## src/design/printer_port_pkg.sv

```systemverilog
// Purpose: shared constants and types for the printer port block
// Assumes: 8-bit register port, 25 MHz clock
// Notes: offsets are register indices on the plain register port
package printer_port_pkg;

	localparam int ADDR_W = 2;
	localparam int DATA_W = 8;
	localparam int CLOCK_MHZ = 25;
	localparam int SYNC_STAGES = 2;

	// register offsets
	localparam logic [ADDR_W-1:0] OFF_DATA = 2'h0;
	localparam logic [ADDR_W-1:0] OFF_STATUS = 2'h1;
	localparam logic [ADDR_W-1:0] OFF_CONTROL = 2'h2;
	localparam logic [ADDR_W-1:0] OFF_UNUSED = 2'h3;

	// control register fields
	localparam int CTL_STROBE = 0;
	localparam int CTL_LINEFEED = 1;
	localparam int CTL_INIT = 2;
	localparam int CTL_SELECT = 3;
	localparam int CTL_DIR_IN = 5;
	localparam int CTL_ENABLE = 7;
	localparam logic [7:0] CTL_WRITABLE = 8'hAF;

	// status register fields
	localparam int STA_REFUSED = 0;
	localparam int STA_ACK_SEEN = 2;
	localparam int STA_FAULT = 3;
	localparam int STA_SELECTED = 4;
	localparam int STA_NO_MEDIA = 5;
	localparam int STA_ACK = 6;
	localparam int STA_NOT_BUSY = 7;

	// reset values
	localparam logic [7:0] CONTROL_RST = 8'h04;
	localparam logic [7:0] DATA_RST = 8'h00;
	localparam logic [7:0] RDATA_IDLE = 8'h00;
	localparam logic [7:0] UNMAPPED_VALUE = 8'h00;

	typedef struct packed {
		logic printer_selected;
		logic no_media_flag;
		logic busy;
		logic char_accepted_n;
		logic fault_n;
	} printer_status_s;

	// idle cable: acknowledge and fault lines high
	localparam printer_status_s STATUS_IDLE = 5'h03;

	typedef struct packed {
		logic wr;
		logic rd;
		logic [ADDR_W-1:0] addr;
		logic [DATA_W-1:0] wdata;
	} reg_req_s;

endpackage

```

## src/design/level_sync.sv

```systemverilog
// Purpose: two-stage synchroniser for a group of pin levels
// Assumes: inputs are asynchronous levels, not pulses
// Notes: first stage is read only by the second stage
`timescale 1ns/1ps
module level_sync #(
	parameter int WIDTH = 8,
	parameter logic [WIDTH-1:0] RESET_VALUE = '0
) (
	input wire logic clock,
	input wire logic reset,
	input wire logic [WIDTH-1:0] async_in,
	output logic [WIDTH-1:0] sync_out
);

	logic [WIDTH-1:0] meta_reg;
	logic [WIDTH-1:0] stable_reg;

	always_ff @(posedge clock) begin
		if (reset) begin
			meta_reg <= RESET_VALUE;
			stable_reg <= RESET_VALUE;
		end else begin
			meta_reg <= async_in;
			stable_reg <= meta_reg;
		end
	end

	assign sync_out = stable_reg;

endmodule

```

## src/design/printer_port.sv

```systemverilog
// Purpose: byte-wide printer port, register side and cable side
// Assumes: printer keeps its own handshake; pins asynchronous
// Notes: registers are data, status and control on a plain port
// Functional notes
// - select output is inverse of control bit 3
// - fault low readable in status bit 3
// - auto linefeed output inverse of control bit 1
// - strobe output is inverse of control bit 0
// - byte bus bidirectional, floats when deselected
`timescale 1ns/1ps
module printer_port
	import printer_port_pkg::*;
(
	input wire logic clock,
	input wire logic reset,
	input wire logic [ADDR_W-1:0] reg_addr,
	input wire logic [DATA_W-1:0] reg_wdata,
	input wire logic reg_wr,
	input wire logic reg_rd,
	output logic [DATA_W-1:0] reg_rdata,
	input wire logic printer_selected,
	input wire logic no_media_flag,
	input wire logic busy,
	input wire logic char_accepted_n,
	input wire logic fault_n,
	output logic select_printer_n,
	output logic auto_linefeed_n,
	output logic data_strobe_n,
	output logic init_n,
	input wire logic [DATA_W-1:0] port_byte_in,
	output logic [DATA_W-1:0] port_byte_out,
	output logic port_byte_oe
);

	reg_req_s req;
	printer_status_s status_pins;
	printer_status_s status_q;
	logic [DATA_W-1:0] byte_in_q;
	logic [7:0] control_reg;
	logic [DATA_W-1:0] data_reg;
	logic [DATA_W-1:0] rdata_reg;
	logic [DATA_W-1:0] rdata_next;
	logic refused_reg;
	logic ack_seen_reg;
	logic ack_prev_reg;
	logic ack_fall;
	logic data_wr;
	logic status_rd;
	logic control_wr;

	function automatic logic hit(input reg_req_s r, input logic [ADDR_W-1:0] off);
		hit = r.addr == off;
	endfunction

	assign req = '{wr: reg_wr, rd: reg_rd, addr: reg_addr, wdata: reg_wdata};
	assign data_wr = req.wr && hit(req, OFF_DATA);
	assign control_wr = req.wr && hit(req, OFF_CONTROL);
	assign status_rd = req.rd && hit(req, OFF_STATUS);

	assign status_pins = '{printer_selected: printer_selected,
		no_media_flag: no_media_flag,
		busy: busy,
		char_accepted_n: char_accepted_n,
		fault_n: fault_n};

	level_sync #(
		.WIDTH($bits(printer_status_s)),
		.RESET_VALUE(STATUS_IDLE)
	) u_status_sync (
		.clock(clock),
		.reset(reset),
		.async_in(status_pins),
		.sync_out(status_q)
	);

	// input byte is only trusted after two stages
	level_sync #(
		.WIDTH(DATA_W),
		.RESET_VALUE(DATA_RST)
	) u_byte_sync (
		.clock(clock),
		.reset(reset),
		.async_in(port_byte_in),
		.sync_out(byte_in_q)
	);

	always_ff @(posedge clock) begin
		if (reset) begin
			control_reg <= CONTROL_RST;
		end else if (control_wr) begin
			control_reg <= req.wdata & CTL_WRITABLE;
		end
	end

	always_ff @(posedge clock) begin
		if (reset) begin
			data_reg <= DATA_RST;
		end else if (data_wr && !status_q.busy) begin
			data_reg <= req.wdata;
		end
	end

	// refused write is sticky; a new refusal wins over the read clear
	always_ff @(posedge clock) begin
		if (reset) begin
			refused_reg <= 1'b0;
		end else if (data_wr && status_q.busy) begin
			refused_reg <= 1'b1;
		end else if (status_rd) begin
			refused_reg <= 1'b0;
		end
	end

	// edge taken on synchronised level, never on the raw pin
	always_ff @(posedge clock) begin
		if (reset) begin
			ack_prev_reg <= 1'b1;
		end else begin
			ack_prev_reg <= status_q.char_accepted_n;
		end
	end

	assign ack_fall = ack_prev_reg && !status_q.char_accepted_n;

	always_ff @(posedge clock) begin
		if (reset) begin
			ack_seen_reg <= 1'b0;
		end else if (ack_fall) begin
			ack_seen_reg <= 1'b1;
		end else if (status_rd) begin
			ack_seen_reg <= 1'b0;
		end
	end

	always_comb begin
		rdata_next = RDATA_IDLE;
		if (req.rd) begin
			case (req.addr)
				OFF_DATA: begin
					rdata_next = control_reg[CTL_DIR_IN] ? byte_in_q : data_reg;
				end
				OFF_STATUS: begin
					rdata_next[STA_REFUSED] = refused_reg;
					rdata_next[STA_ACK_SEEN] = ack_seen_reg;
					rdata_next[STA_FAULT] = status_q.fault_n;
					rdata_next[STA_SELECTED] = status_q.printer_selected;
					rdata_next[STA_NO_MEDIA] = status_q.no_media_flag;
					rdata_next[STA_ACK] = status_q.char_accepted_n;
					rdata_next[STA_NOT_BUSY] = !status_q.busy;
				end
				OFF_CONTROL: begin
					rdata_next = control_reg;
				end
				default: begin
					rdata_next = UNMAPPED_VALUE;
				end
			endcase
		end
	end

	// read data stands for one cycle only
	always_ff @(posedge clock) begin
		if (reset) begin
			rdata_reg <= RDATA_IDLE;
		end else begin
			rdata_reg <= rdata_next;
		end
	end

	assign reg_rdata = rdata_reg;

	assign select_printer_n = !control_reg[CTL_SELECT];
	assign auto_linefeed_n = !control_reg[CTL_LINEFEED];
	assign data_strobe_n = !control_reg[CTL_STROBE];
	// init line is active low with no inversion, so reset leaves it high
	assign init_n = control_reg[CTL_INIT];

	assign port_byte_out = data_reg;
	assign port_byte_oe = control_reg[CTL_ENABLE] && !control_reg[CTL_DIR_IN];
endmodule

```

## config.mk

```make
export PLATFORM = sky130hd
export DESIGN_NAME = printer_port
export DESIGN_NICKNAME = d
export VERILOG_FILES = /design/src/design/printer_port_pkg.sv /design/src/design/level_sync.sv /design/src/design/printer_port.sv
export SDC_FILE = /design/constraint.sdc
export NUM_CORES = 1
export LEC_CHECK = 0
export ABC_AREA = 1
export BUFFER_PORTS_ARGS = -buffer_cell sky130_fd_sc_hd__buf_4
export CORE_MARGIN = 1.5
export CORE_UTILIZATION = 28
export DETAILED_ROUTE_END_ITERATION = 10
export GPL_ROUTABILITY_DRIVEN = 0
export HOLD_SLACK_MARGIN = 0.05
export PLACE_DENSITY = 0.57
export SETUP_SLACK_MARGIN = 0.3
export SYNTH_ARGS = -nofsm -noshare
export SYNTH_HDL_FRONTEND = slang
export SYNTH_SLANG_ARGS = --single-unit
```

## constraint.sdc

```tcl
create_clock -name clock -period 1 [get_ports clock]
set_clock_uncertainty 0.15 [all_clocks]
set_input_delay 0.2 -clock clock [delete_from_list [all_inputs] [get_ports clock]]
set_output_delay 0.2 -clock clock [all_outputs]
set_load 0.005 [all_outputs]
```

# After elaboration in Yosys (flattened, before gate mapping)
# Cells that the tools add are included.
# Widths: inputs -> output; s select.
# classes
bitwise	1
muxes	7
n_eq_ne	2
n_reduce_logical	17
# op_table
operator	count
$pmux 6 s3	1
$mux 8	1
$logic_and 1x1->1	7
$logic_not 1->1	6
$reduce_bool 2->1	2
$mux 1	3
$pmux 1 s3	1
$eq 2x1->1 const B	1
$eq 2x2->1 const B	1
$logic_not 2->1	1
$pmux 1 s2	1
$reduce_or 2->1	1
$not 1->1	1
# word_totals
elab_cells	37
out_inout_bits	21
ff_bits	51

# Longest topological paths before layout
# Gate-level depths: netlist of the first run.
# logic_depth
word_depth	4
mapped_depth	7
mapped_depth_nobuf	6

# By module
# A second synthesis of the first run with hierarchy kept.
# unflattened
hier_cells	264
hier_area_um2	1976.9
# modules_own_cells
mod	area_each_um2	instances	cells_each	seq_area_each_um2
printer_port	1223.7	1	183	500.5
level_sync at u_byte_sync	474.2	1	50	320.3
level_sync at u_status_sync	279.0	1	31	200.2

# Worst setup path before layout of the first run
# Ideal clock, no wire load.
# synth_timing
path_kind	input port to flip-flop
start	input port reg_addr[1]
end	register data_reg[0], in the netlist port_byte_out[0]
arrival_time_ns	0.857
path_buffers	2
setup_ns	0.113
cell_stages	6
setup_slack_ns	-0.119
cell_sequence	buf_6 -> nor2_8 -> nand3_4 -> buf_6 -> nor2_1 -> nor2_1
# synth_between
elab_chain_cells	3
# synth_rtl
item	line	source
from (decl)	printer_port.sv:16	input wire logic [ADDR_W-1:0] reg_addr,
$logic_not 2->1	printer_port.sv:52	hit = r.addr == off;
$logic_and 1x1->1	printer_port.sv:56	assign data_wr = req.wr && hit(req, OFF_DATA);
$logic_and 1x1->1	printer_port.sv:98	end else if (data_wr && !status_q.busy) begin
to (signal assigned)	printer_port.sv:99	data_reg <= req.wdata;
to (decl)	printer_port.sv:40	logic [DATA_W-1:0] data_reg;
# Every way passes these cells.
# A chain may end at the register's enable or synchronous reset.

# Worst setup path after layout of the first run
# layout_timing
start	register control_reg[5]
end	output port port_byte_oe
# layout_between
elab_chain_cells	2
# layout_rtl
item	line	source
from (decl)	printer_port.sv:39	logic [7:0] control_reg;
from (signal assigned)	printer_port.sv:91	control_reg <= req.wdata & CTL_WRITABLE;
$logic_not 1->1	printer_port.sv:179	assign port_byte_oe = control_reg[CTL_ENABLE] && !control_reg[CTL_DIR_IN];
$logic_and 1x1->1	printer_port.sv:179	
to (decl)	printer_port.sv:32	output logic port_byte_oe
# Every way passes these cells.

==> results.sh, run 1 <==
export IMPL_status="finished, violations left"
export IMPL_violations="hold timing, setup timing"
export IMPL_dr_pass1_iters=4
export IMPL_nets=365
export IMPL_fin_crit_sh_pct=130
export IMPL_worst_setup_path_type="reg -> out"
export IMPL_fin_crit_ns=1.30
export IMPL_antenna_found_initial=0
export IMPL_ys_seq_elements=51
export IMPL_grt_pass1_vias=1641
export IMPL_start_util_pct=28.8
export IMPL_io_buffer_count=47
export IMPL_rr_endpoint="reg_rdata[2]"
export IMPL_die_w_um=86.1
export IMPL_ys_seq_area_share_pct=52.8
export IMPL_startpoint_type="flop"
export IMPL_first_iter_violations=61
export IMPL_rsz0062_at_grt="yes"
export IMPL_timing_rr_start="control_reg[5]"
export IMPL_regToRegSetupSlack_ns=-0.21
export IMPL_r2r_worst_path_cells=7
export IMPL_synth_area_mux_share_pct=0
export IMPL_setup_tns_final_ns=-3.75
export IMPL_cp_max_fo=2
export IMPL_synth_top_family_by_area="simple AND/OR/NAND/NOR gates"
export IMPL_drv_cap=0
export IMPL_setup_viol=33
export IMPL_rows=30
export IMPL_yosysTopAreaCell="dfxtp_1"
export IMPL_wirelength_um=4660
export IMPL_vdd_drop_max_mv=0.651
export IMPL_post_drt_wl_per_cell_um=11.1
export IMPL_cts_inserted_buffers=5
export IMPL_layout_setup_ws_ns=-0.302
export IMPL_syn_avg_cell_area_um2=7.44
export IMPL_clock_latency_ns=0.31
export IMPL_min_path_type="in -> reg"
export IMPL_synth_top_area_share_pct=52.8
export IMPL_worst_setup_path_end_kind="output port"
export IMPL_cp_slowest_cell="dfxtp_2"
export IMPL_grt_overflow_total=0
export IMPL_max_stage_delay_ns=0.34
export IMPL_whs_endpoint="u_status_sync.meta_reg[1]"
export IMPL_die_h_um=86.1
export IMPL_whs_ns=-0.0695
export IMPL_cp_required_ns=0.65
export IMPL_final_cell_area_um2=3080
export IMPL_die_area_um2=7420
export IMPL_synth_compound_area_share_pct=2.33
export IMPL_synth_nets=287
export IMPL_path_clk_slew_ns=0.10
export IMPL_place_area_um2=2470
export IMPL_ant_nets=0
export IMPL_cts_sinks=51
export IMPL_finalMaxSlewViolations=0
export IMPL_cts_root_buf="clkbuf_8"
export IMPL_yosys_top_cells_area="dfxtp_1 (53%), nor2_1 (12%), nand2_1 (9.7%), inv_1 (9.1%), nand3_1 (6.0%)"
export IMPL_slew_headroom_pct=73.7
export IMPL_htree_num_levels=2
export IMPL_grt_pass1_wl_um=7600
export IMPL_pre_cts_ws_ns=-0.188
export IMPL_fillCellCount=666
export IMPL_grt_max_degree=17
export IMPL_synth_xor_area_share_pct=0
export IMPL_clk_path_buf_depth=2
export IMPL_synthCells=260
export IMPL_coreArea_um2=6720
export IMPL_p_per_area_nw_per_um2=1300
export IMPL_power_leakage_nw=1.42
export IMPL_hpwl_um=3190
export IMPL_hold_start="char_accepted_n"
export IMPL_cts_tree="yes"
export IMPL_synth_simple_gate_area_share_pct=31.8
export IMPL_yosysWarnings=0
export IMPL_grt_total_usage_pct=13.4
export IMPL_synth_fa_ha_area_share_pct=0
export IMPL_antenna_cells=0
export IMPL_cp_common_cell="buf_6"
export IMPL_tightest_slew_ns=0.393
export IMPL_netlist_area_um2=1930
export IMPL_crit_chain="buf_6, nor2_4, buf_6"
export IMPL_min_path_cells=2
export IMPL_ios=48
export IMPL_drc=0
export IMPL_drive_above_1_share_pct=51.0
export IMPL_crit_arrival_ns=0.95
export IMPL_vias=1731
export IMPL_areaGrowthSynthToFinish_pct=59.0
export IMPL_viasPerCell=4.13
export IMPL_postLayoutCoreUtil_pct=45.8
export IMPL_crit_buf_inv=2
export IMPL_max_freq_ghz=0.768
export IMPL_hold_viol=20
export IMPL_synth_cell_types=16
export IMPL_path_delay_family="flip-flops"
worst register-to-register path: cells and delay by family (launching register included):
family	cells	cell delay, ns
buffers and inverters	2	0.26
flip-flops	1	0.36
AND/OR/NAND/NOR	5	0.32
cells by family (layout without fill, tap and decap cells):
logic type      Yosys count  in the layout
compound gates            9              9
buf+inv                  58            136
flops                    51             51
simple gates            142            143
Yosys cell counts:
cell type and instances:
buf_6 3, nand2_2 2, or2_2 4, inv_1 47
nand3_4 1, clkbuf_8 1, buf_2 3, clkbuf_1 3
inv_2 1, nor2_1 60, nor2_8 1, a21oi_1 9
nand3_1 23, nor2_4 1, nand2_1 50, dfxtp_1 51
power by group:
group,switching [mW],internal (mW)
Clock,0.702,0.504
Sequential,0.0390,2.12
Combinational,0.293,0.325
metrics by stage:
| stage | power, mW | cells |
|---|---|---|
| global route | 4.19 | 419 |
| global placement | 2.65 | 393 |
| floorplan | 2.45 | 260 |
| CTS | 3.96 | 418 |
| detailed placement | 2.65 | 393 |
| finish | 3.98 | 419 |
worst max path at each step:
stage | end | slack, ns | depth (start not counted) | start
2_1_floorplan | port_byte_out[0] | -0.12 | 6 | reg_addr[1]
3_3_place_gp | control_reg[0] | -0.17 | 6 | reg_addr[1]
3_5_place_dp | control_reg[3] | -0.19 | 6 | reg_addr[1]
4_1_cts | port_byte_oe | -0.30 | 3 | control_reg[5]
5_1_grt | port_byte_oe | -0.35 | 3 | control_reg[5]
6_report | port_byte_oe | -0.30 | 3 | control_reg[5]
metal layers:
| metal | up-vias | GRT usage (%) | share of wire [%] |
|---|---|---|---|
| met5 | - | 0 | 0 |
| met4 | 0 | 4.40 | 1.1 |
| met3 | 5 | 4.81 | 5.5 |
| met2 | 42 | 21.3 | 49 |
| met1 | 765 | 16.7 | 44 |
| li1 | 919 | - | - |
layout by cell type, fill, tap and decap left out, drive strengths merged:
cell type	instances
buf	80
nor2	62
nand2	52
dfxtp	51
inv	48
nand3	25
a21oi	9
clkbuf	6
or2	4
clkinv	2
cell type report:
cell class | instances | area (µm²) | share of cell area (%)
sequential | 51 | 1050 | 34.1
multi-input combinational | 152 | 900 | 29.3
timing repair buffer | 80 | 743 | 24.2
inverter | 48 | 195 | 6.35
tap | 80 | 100 | 3.25
clock buffer | 6 | 72.6 | 2.36
clock inverter | 2 | 17.5 | 0.570
repair_timing:
| action | 4_1_cts | 5_1_grt |
|---|---|---|
| resized for setup | 66 | 47 |
| pin swaps | 8 | 17 |
| hold endpoints to repair | 29 | 28 |
| setup endpoints to repair | 47 | 49 |
| setup buffers | 15 | 1 |
| cloned | 2 | 0 |
Note: power is estimated with default switching activity, not from simulation.
==> inputs of run 2 (changes only) <==
- TNS_END_PERCENT: default -> 1
==> run 2 against run 1 <==
The run still ends with hold timing, setup timing left. Register-to-register slack improved by 0.02 ns. Combinational power is 19% lower. Non-clock buffer count is 18 lower. Global-route usage decreased by 1.7 points. Largest power group unchanged. Highest routed layer unchanged.
==> results.sh, run 2 (synthesized netlist as in run 1, its figures left out) <==
export IMPL_die_h_um=86.1
export IMPL_startpoint_type="flop"
export IMPL_crit_buf_inv=2
export IMPL_max_stage_delay_ns=0.34
export IMPL_path_delay_family="flip-flops"
export IMPL_hpwl_um=3160
export IMPL_post_drt_wl_per_cell_um=10.4
export IMPL_cp_slowest_cell="dfxtp_2"
export IMPL_drive_above_1_share_pct=39.1
export IMPL_tightest_slew_ns=0.343
export IMPL_p_per_area_nw_per_um2=1390
export IMPL_die_area_um2=7420
export IMPL_final_cell_area_um2=2770
export IMPL_timing_rr_start="control_reg[5]"
export IMPL_whs_endpoint="u_status_sync.meta_reg[1]"
export IMPL_violations="hold timing, setup timing"
export IMPL_vdd_drop_max_mv=0.706
export IMPL_cp_required_ns=0.65
export IMPL_start_util_pct=28.8
export IMPL_final_common_cell="nor2_1"
export IMPL_worst_setup_path_type="reg -> out"
export IMPL_drc=0
export IMPL_clk_path_buf_depth=2
export IMPL_status="finished, violations left"
export IMPL_vias=1621
export IMPL_dr_pass1_iters=4
export IMPL_hold_viol=18
export IMPL_layout_common_cells="nor2_1 (56), nand2_1 (46), buf_4 (43)"
export IMPL_wirelength_um=4170
export IMPL_path_clk_slew_ns=0.09
export IMPL_fin_crit_sh_pct=127
export IMPL_crit_arrival_ns=0.92
export IMPL_antenna_found_initial=0
export IMPL_grt_pass1_wl_um=6690
export IMPL_finalPower_mw=3.84
export IMPL_fillCellCount=692
export IMPL_min_path_type="in -> reg"
export IMPL_io_buffer_count=47
export IMPL_grt_total_usage_pct=11.6
export IMPL_cp_common_cell="buf_6"
export IMPL_first_iter_violations=81
export IMPL_layout_setup_ws_ns=-0.265
export IMPL_dp_cells=391
export IMPL_max_freq_ghz=0.790
export IMPL_nets=346
export IMPL_r2r_worst_path_cells=7
export IMPL_ios=48
export IMPL_worst_setup_path_end_kind="output port"
export IMPL_die_w_um=86.1
export IMPL_rr_endpoint="reg_rdata[0]"
export IMPL_clock_latency_ns=0.30
export IMPL_whs_ns=-0.0784
export IMPL_antenna_cells=0
export IMPL_cts_inserted_buffers=5
export IMPL_cts_sinks=51
export IMPL_rsz0062_at_grt="yes"
export IMPL_htree_num_levels=2
export IMPL_grt_overflow_total=0
export IMPL_place_area_um2=2440
export IMPL_regToRegSetupSlack_ns=-0.19
export IMPL_slew_headroom_pct=77.1
export IMPL_finalMaxSlewViolations=0
export IMPL_crit_chain="buf_6, nor2_4, buf_6"
export IMPL_setup_viol=37
export IMPL_ant_nets=0
export IMPL_fin_cells=400
export IMPL_cts_root_buf="clkbuf_8"
export IMPL_hold_start="char_accepted_n"
export IMPL_cp_max_fo=2
export IMPL_postLayoutCoreUtil_pct=41.2
export IMPL_grt_pass1_vias=1453
export IMPL_power_leakage_nw=1.28
export IMPL_grt_max_degree=17
export IMPL_min_path_cells=2
export IMPL_cts_tree="yes"
export IMPL_fin_crit_ns=1.27
export IMPL_rows=30
export IMPL_drv_cap=0
export IMPL_coreArea_um2=6720
export IMPL_viasPerCell=4.05
export IMPL_areaGrowthSynthToFinish_pct=42.9
==> run 2: cell count changes in the layout (fill, tap and decap cells not counted), moves of 3 or more <==
cell / delta
buf_4: -9
buf_6: -9
dfxtp_1: +3
dfxtp_2: -4
nand2_1: +17
nand2_2: -9
nand2_4: -8
nand3_2: -3
nor2_1: +6
nor2_2: -4
==> run 2: metrics by stage <==
step | setup TNS [ns] | worst slack [ns]
2_1_floorplan | -1.98 | -0.119
3_3_place_gp | -3.21 | -0.226
3_5_place_dp | -3.58 | -0.233
4_1_cts | -4.09 | -0.266
5_1_grt | -5.77 | -0.322
6_report | -3.76 | -0.265
==> run 2: layout make-up <==
type / count / area [µm²] / area share [%]
clock inverter: 2 / 16.3 / 0.588
tap: 80 / 100 / 3.62
timing repair buffer: 62 / 572 / 20.7
clock buffer: 6 / 72.6 / 2.62
sequential: 51 / 1050 / 37.8
multi-input combinational: 151 / 759 / 27.5
inverter: 48 / 199 / 7.19
==> run 2: how the worst max path moves through the flow <==
stage                     depth (start not counted)          endpoint  slack, ns      startpoint
final                                             3      port_byte_oe      -0.27  control_reg[5]
after global routing                              3      port_byte_oe      -0.32  control_reg[5]
after CTS                                         3      port_byte_oe      -0.27  control_reg[5]
after detailed placement                          6       refused_reg      -0.23     reg_addr[0]
after global placement                            6       refused_reg      -0.23     reg_addr[0]
after floorplan                                   6  port_byte_out[0]      -0.12     reg_addr[1]
==> run 2: worst reg2reg max path: cells and delay by family (launching register included) <==
kind,cells,cell delay [ns]
AND/OR/NAND/NOR,5,0.33
flip-flops,1,0.35
buffers and inverters,2,0.23
==> run 2: repair_timing <==
item,in CTS,in global routing
gates resized for setup,49,30
endpoints found under the setup margin,48,49
pin swaps,13,11
hold endpoints to repair,31,31
setup buffers,1,0
==> run 2: power breakdown <==
group	internal [mW]	leakage, nW	switching [mW]
clock network	0.503	0.0418	0.668
logic	0.261	0.812	0.241
registers	2.12	0.424	0.0434
==> run 2: per-layer routing <==
metal  vias up  global-route usage (%)  share of wire (%)
met1       694                    14.4                 47
li1        877                       -                  -
met3         9                    3.37                5.2
met5         -                       0                  0
met4         0                    3.96                1.8
met2        41                    19.4                 46
==> inputs of run 3 (changes only) <==
- ABC_AREA: 1 -> default
- PLACE_DENSITY: 0.57 -> 0.58
==> run 3 against run 2 <==
The flow still finishes with violations (hold timing, setup timing). Setup slack worse by 0.093 ns. Critical path type unchanged. Synthesized cell count is 30% lower. Non-clock buffer count is 22 higher. Largest power group unchanged. Worst hold slack better by 0.0065 ns.
==> results.sh, run 3 <==
export IMPL_dr_pass1_iters=4
export IMPL_tightest_slew_ns=0.313
export IMPL_cp_slowest_cell="dfxtp_4"
export IMPL_antenna_found_initial=0
export IMPL_fin_crit_ns=1.36
export IMPL_hold_start="fault_n"
export IMPL_async_flop_share_pct=0
export IMPL_worst_setup_path_type="reg -> out"
export IMPL_min_path_type="in -> reg"
export IMPL_p_per_area_nw_per_um2=1360
export IMPL_hpwl_um=3070
export IMPL_drv_cap=0
export IMPL_min_path_cells=2
export IMPL_pre_cts_ws_ns=-0.441
export IMPL_cp_required_ns=0.65
export IMPL_whs_ns=-0.0719
export IMPL_wirelength_um=4330
export IMPL_drive_above_1_share_pct=50.0
export IMPL_yosysWarnings=0
export IMPL_slew_headroom_pct=79.0
export IMPL_synth_edff_count=0
export IMPL_nets=288
export IMPL_ys_flop_type="dfxtp_1"
export IMPL_r2r_worst_path_cells=4
export IMPL_antenna_cells=0
export IMPL_final_common_cell="buf_4"
export IMPL_htree_num_levels=2
export IMPL_crit_arrival_ns=1.01
export IMPL_cts_root_buf="clkbuf_8"
export IMPL_die_h_um=82.5
export IMPL_violations="hold timing, setup timing"
export IMPL_io_buffer_count=47
export IMPL_hold_viol=17
export IMPL_ios=48
export IMPL_netlist_area_um2=1770
export IMPL_rows=28
export IMPL_yosysTopAreaCell="dfxtp_1"
export IMPL_worst_setup_path_end_kind="output port"
export IMPL_max_stage_delay_ns=0.37
export IMPL_first_iter_violations=52
export IMPL_synth_top_area_share_pct=57.7
export IMPL_grt_pass1_vias=1390
export IMPL_grt_overflow_total=0
export IMPL_vias=1478
export IMPL_grt_max_degree=17
export IMPL_post_drt_wl_per_cell_um=12.8
export IMPL_layout_setup_ws_ns=-0.358
export IMPL_power_leakage_nw=1.15
export IMPL_timing_rr_start="u_status_sync.sync_out[2]"
export IMPL_yosys_top_cells_area="dfxtp_1 (58%), nor2b_1 (9.5%), a21oi_1 (5.7%), nand2_1 (5.5%), mux2_2 (2.5%)"
export IMPL_crit_start="control_reg[5]"
export IMPL_ant_nets=0
export IMPL_areaGrowthSynthToFinish_pct=56.1
export IMPL_finalPower_mw=3.77
export IMPL_clock_latency_ns=0.30
export IMPL_die_w_um=82.5
export IMPL_path_clk_slew_ns=0.09
export IMPL_die_area_um2=6810
export IMPL_fin_crit_sh_pct=136
export IMPL_ys_seq_area_share_pct=57.7
export IMPL_synthCells=181
export IMPL_syn_avg_cell_area_um2=9.78
export IMPL_ys_seq_elements=51
export IMPL_crit_chain="buf_6, nor2b_1, buf_4"
export IMPL_synth_cell_types=29
export IMPL_startpoint_type="flop"
export IMPL_synth_nets=208
export IMPL_viasPerCell=4.39
export IMPL_drc=0
export IMPL_cts_sinks=51
export IMPL_ys_top_cells_by_count="dfxtp_1 (51), nor2b_1 (27), nand2_1 (26), a21oi_1 (20), inv_1 (6)"
export IMPL_layout_common_cells="buf_4 (55), dfxtp_1 (40), buf_6 (27)"
export IMPL_rsz0062_at_grt="yes"
export IMPL_clk_path_buf_depth=2
export IMPL_finalMaxSlewViolations=0
export IMPL_cp_max_fo=4
export IMPL_start_util_pct=29.4
export IMPL_vdd_drop_max_mv=0.856
export IMPL_grt_pass1_wl_um=6620
export IMPL_status="finished, violations left"
export IMPL_post_synth_top_count_cell="dfxtp_1"
export IMPL_max_freq_ghz=0.736
export IMPL_setup_viol=37
export IMPL_coreArea_um2=6030
export IMPL_cts_inserted_buffers=5
export IMPL_cts_tree="yes"
export IMPL_grt_total_usage_pct=13.4
## run 3: cell types whose count changed after synthesis, moves of 3 or more
| cell | change |
|---|---|
| nand2_1 | -24 |
| mux2_2 | +4 |
| nand3_1 | -18 |
| nor2_1 | -57 |
| a21oi_1 | +11 |
| a2111oi_0 | +3 |
| inv_1 | -41 |
| a22oi_1 | +3 |
| nor2b_1 | +27 |
## run 3: routing by layer
| layer | vias to the layer above | global-route usage [%] | share of wire (%) |
|---|---|---|---|
| li1 | 759 | - | - |
| met1 | 673 | 15.8 | 43 |
| met2 | 38 | 22.0 | 49 |
| met3 | 8 | 4.29 | 6.2 |
| met4 | 0 | 5.83 | 2.2 |
| met5 | - | 0 | 0 |
## run 3: power breakdown
| part | total (mW) | internal [mW] | switching [mW] |
|---|---|---|---|
| combinational | 0.486 | 0.289 | 0.196 |
| clock | 1.15 | 0.490 | 0.658 |
| sequential | 2.14 | 2.11 | 0.0316 |
| total | 3.77 | 2.89 | 0.886 |
## run 3: layout make-up
type                    count  area, µm²
fillers                   598       3260
repair buffers             84        752
flip-flops and latches     51       1040
inverters                   6       22.5
clock inverters             2       12.5
clock buffers               6       72.6
well taps                  75       93.8
multi-input cells         113        771
## run 3: per-stage QoR
stage / util [%] / setup TNS (ns) / instances / hold slack (ns) / area [µm²]
after CTS: 44.4 / -8.21 / 335 / -0.0844 / 2680
final: 45.9 / -8.18 / 337 / -0.0719 / 2760
after global routing: 45.9 / -9.48 / 337 / -0.0842 / 2760
after global placement: 39.8 / -9.31 / 324 / 0.234 / 2400
after floorplan: - / -6.75 / 181 / 0.154 / 1770
after detailed placement: 39.8 / -9.33 / 324 / 0.236 / 2400
## run 3: timing repair
item	CTS	global route
setup buffers	3	2
gates cloned	0	0
endpoints found under the hold margin	29	29
pin swaps	20	9
endpoints found under the setup margin	50	50
gates resized for setup	50	22
## run 3: cell families (layout without fill, tap and decap cells)
logic type,after synthesis,after routing,share of synthesized area (%)
AND/OR/NAND/NOR,73,73,22.5
flip-flops,51,51,57.7
buffers and inverters,17,98,4.52
AO/OA/AOI/OAI,34,34,11.6
multiplexers,6,6,3.67
## run 3: path summary, 6_finish.rpt
kind,to,slack (ns)
max,port_byte_oe,-0.36
max reg2reg,port_byte_out[5],-0.35
min reg2reg,u_status_sync.sync_out[0],0.28
min,u_status_sync.meta_reg[0],-0.07
## run 3: worst max-delay path: cells and delay by family (launching register included)
kind / cells / cell delay, ns
simple gates: 1 / 0.10
flops: 1 / 0.37
buf+inv: 2 / 0.24
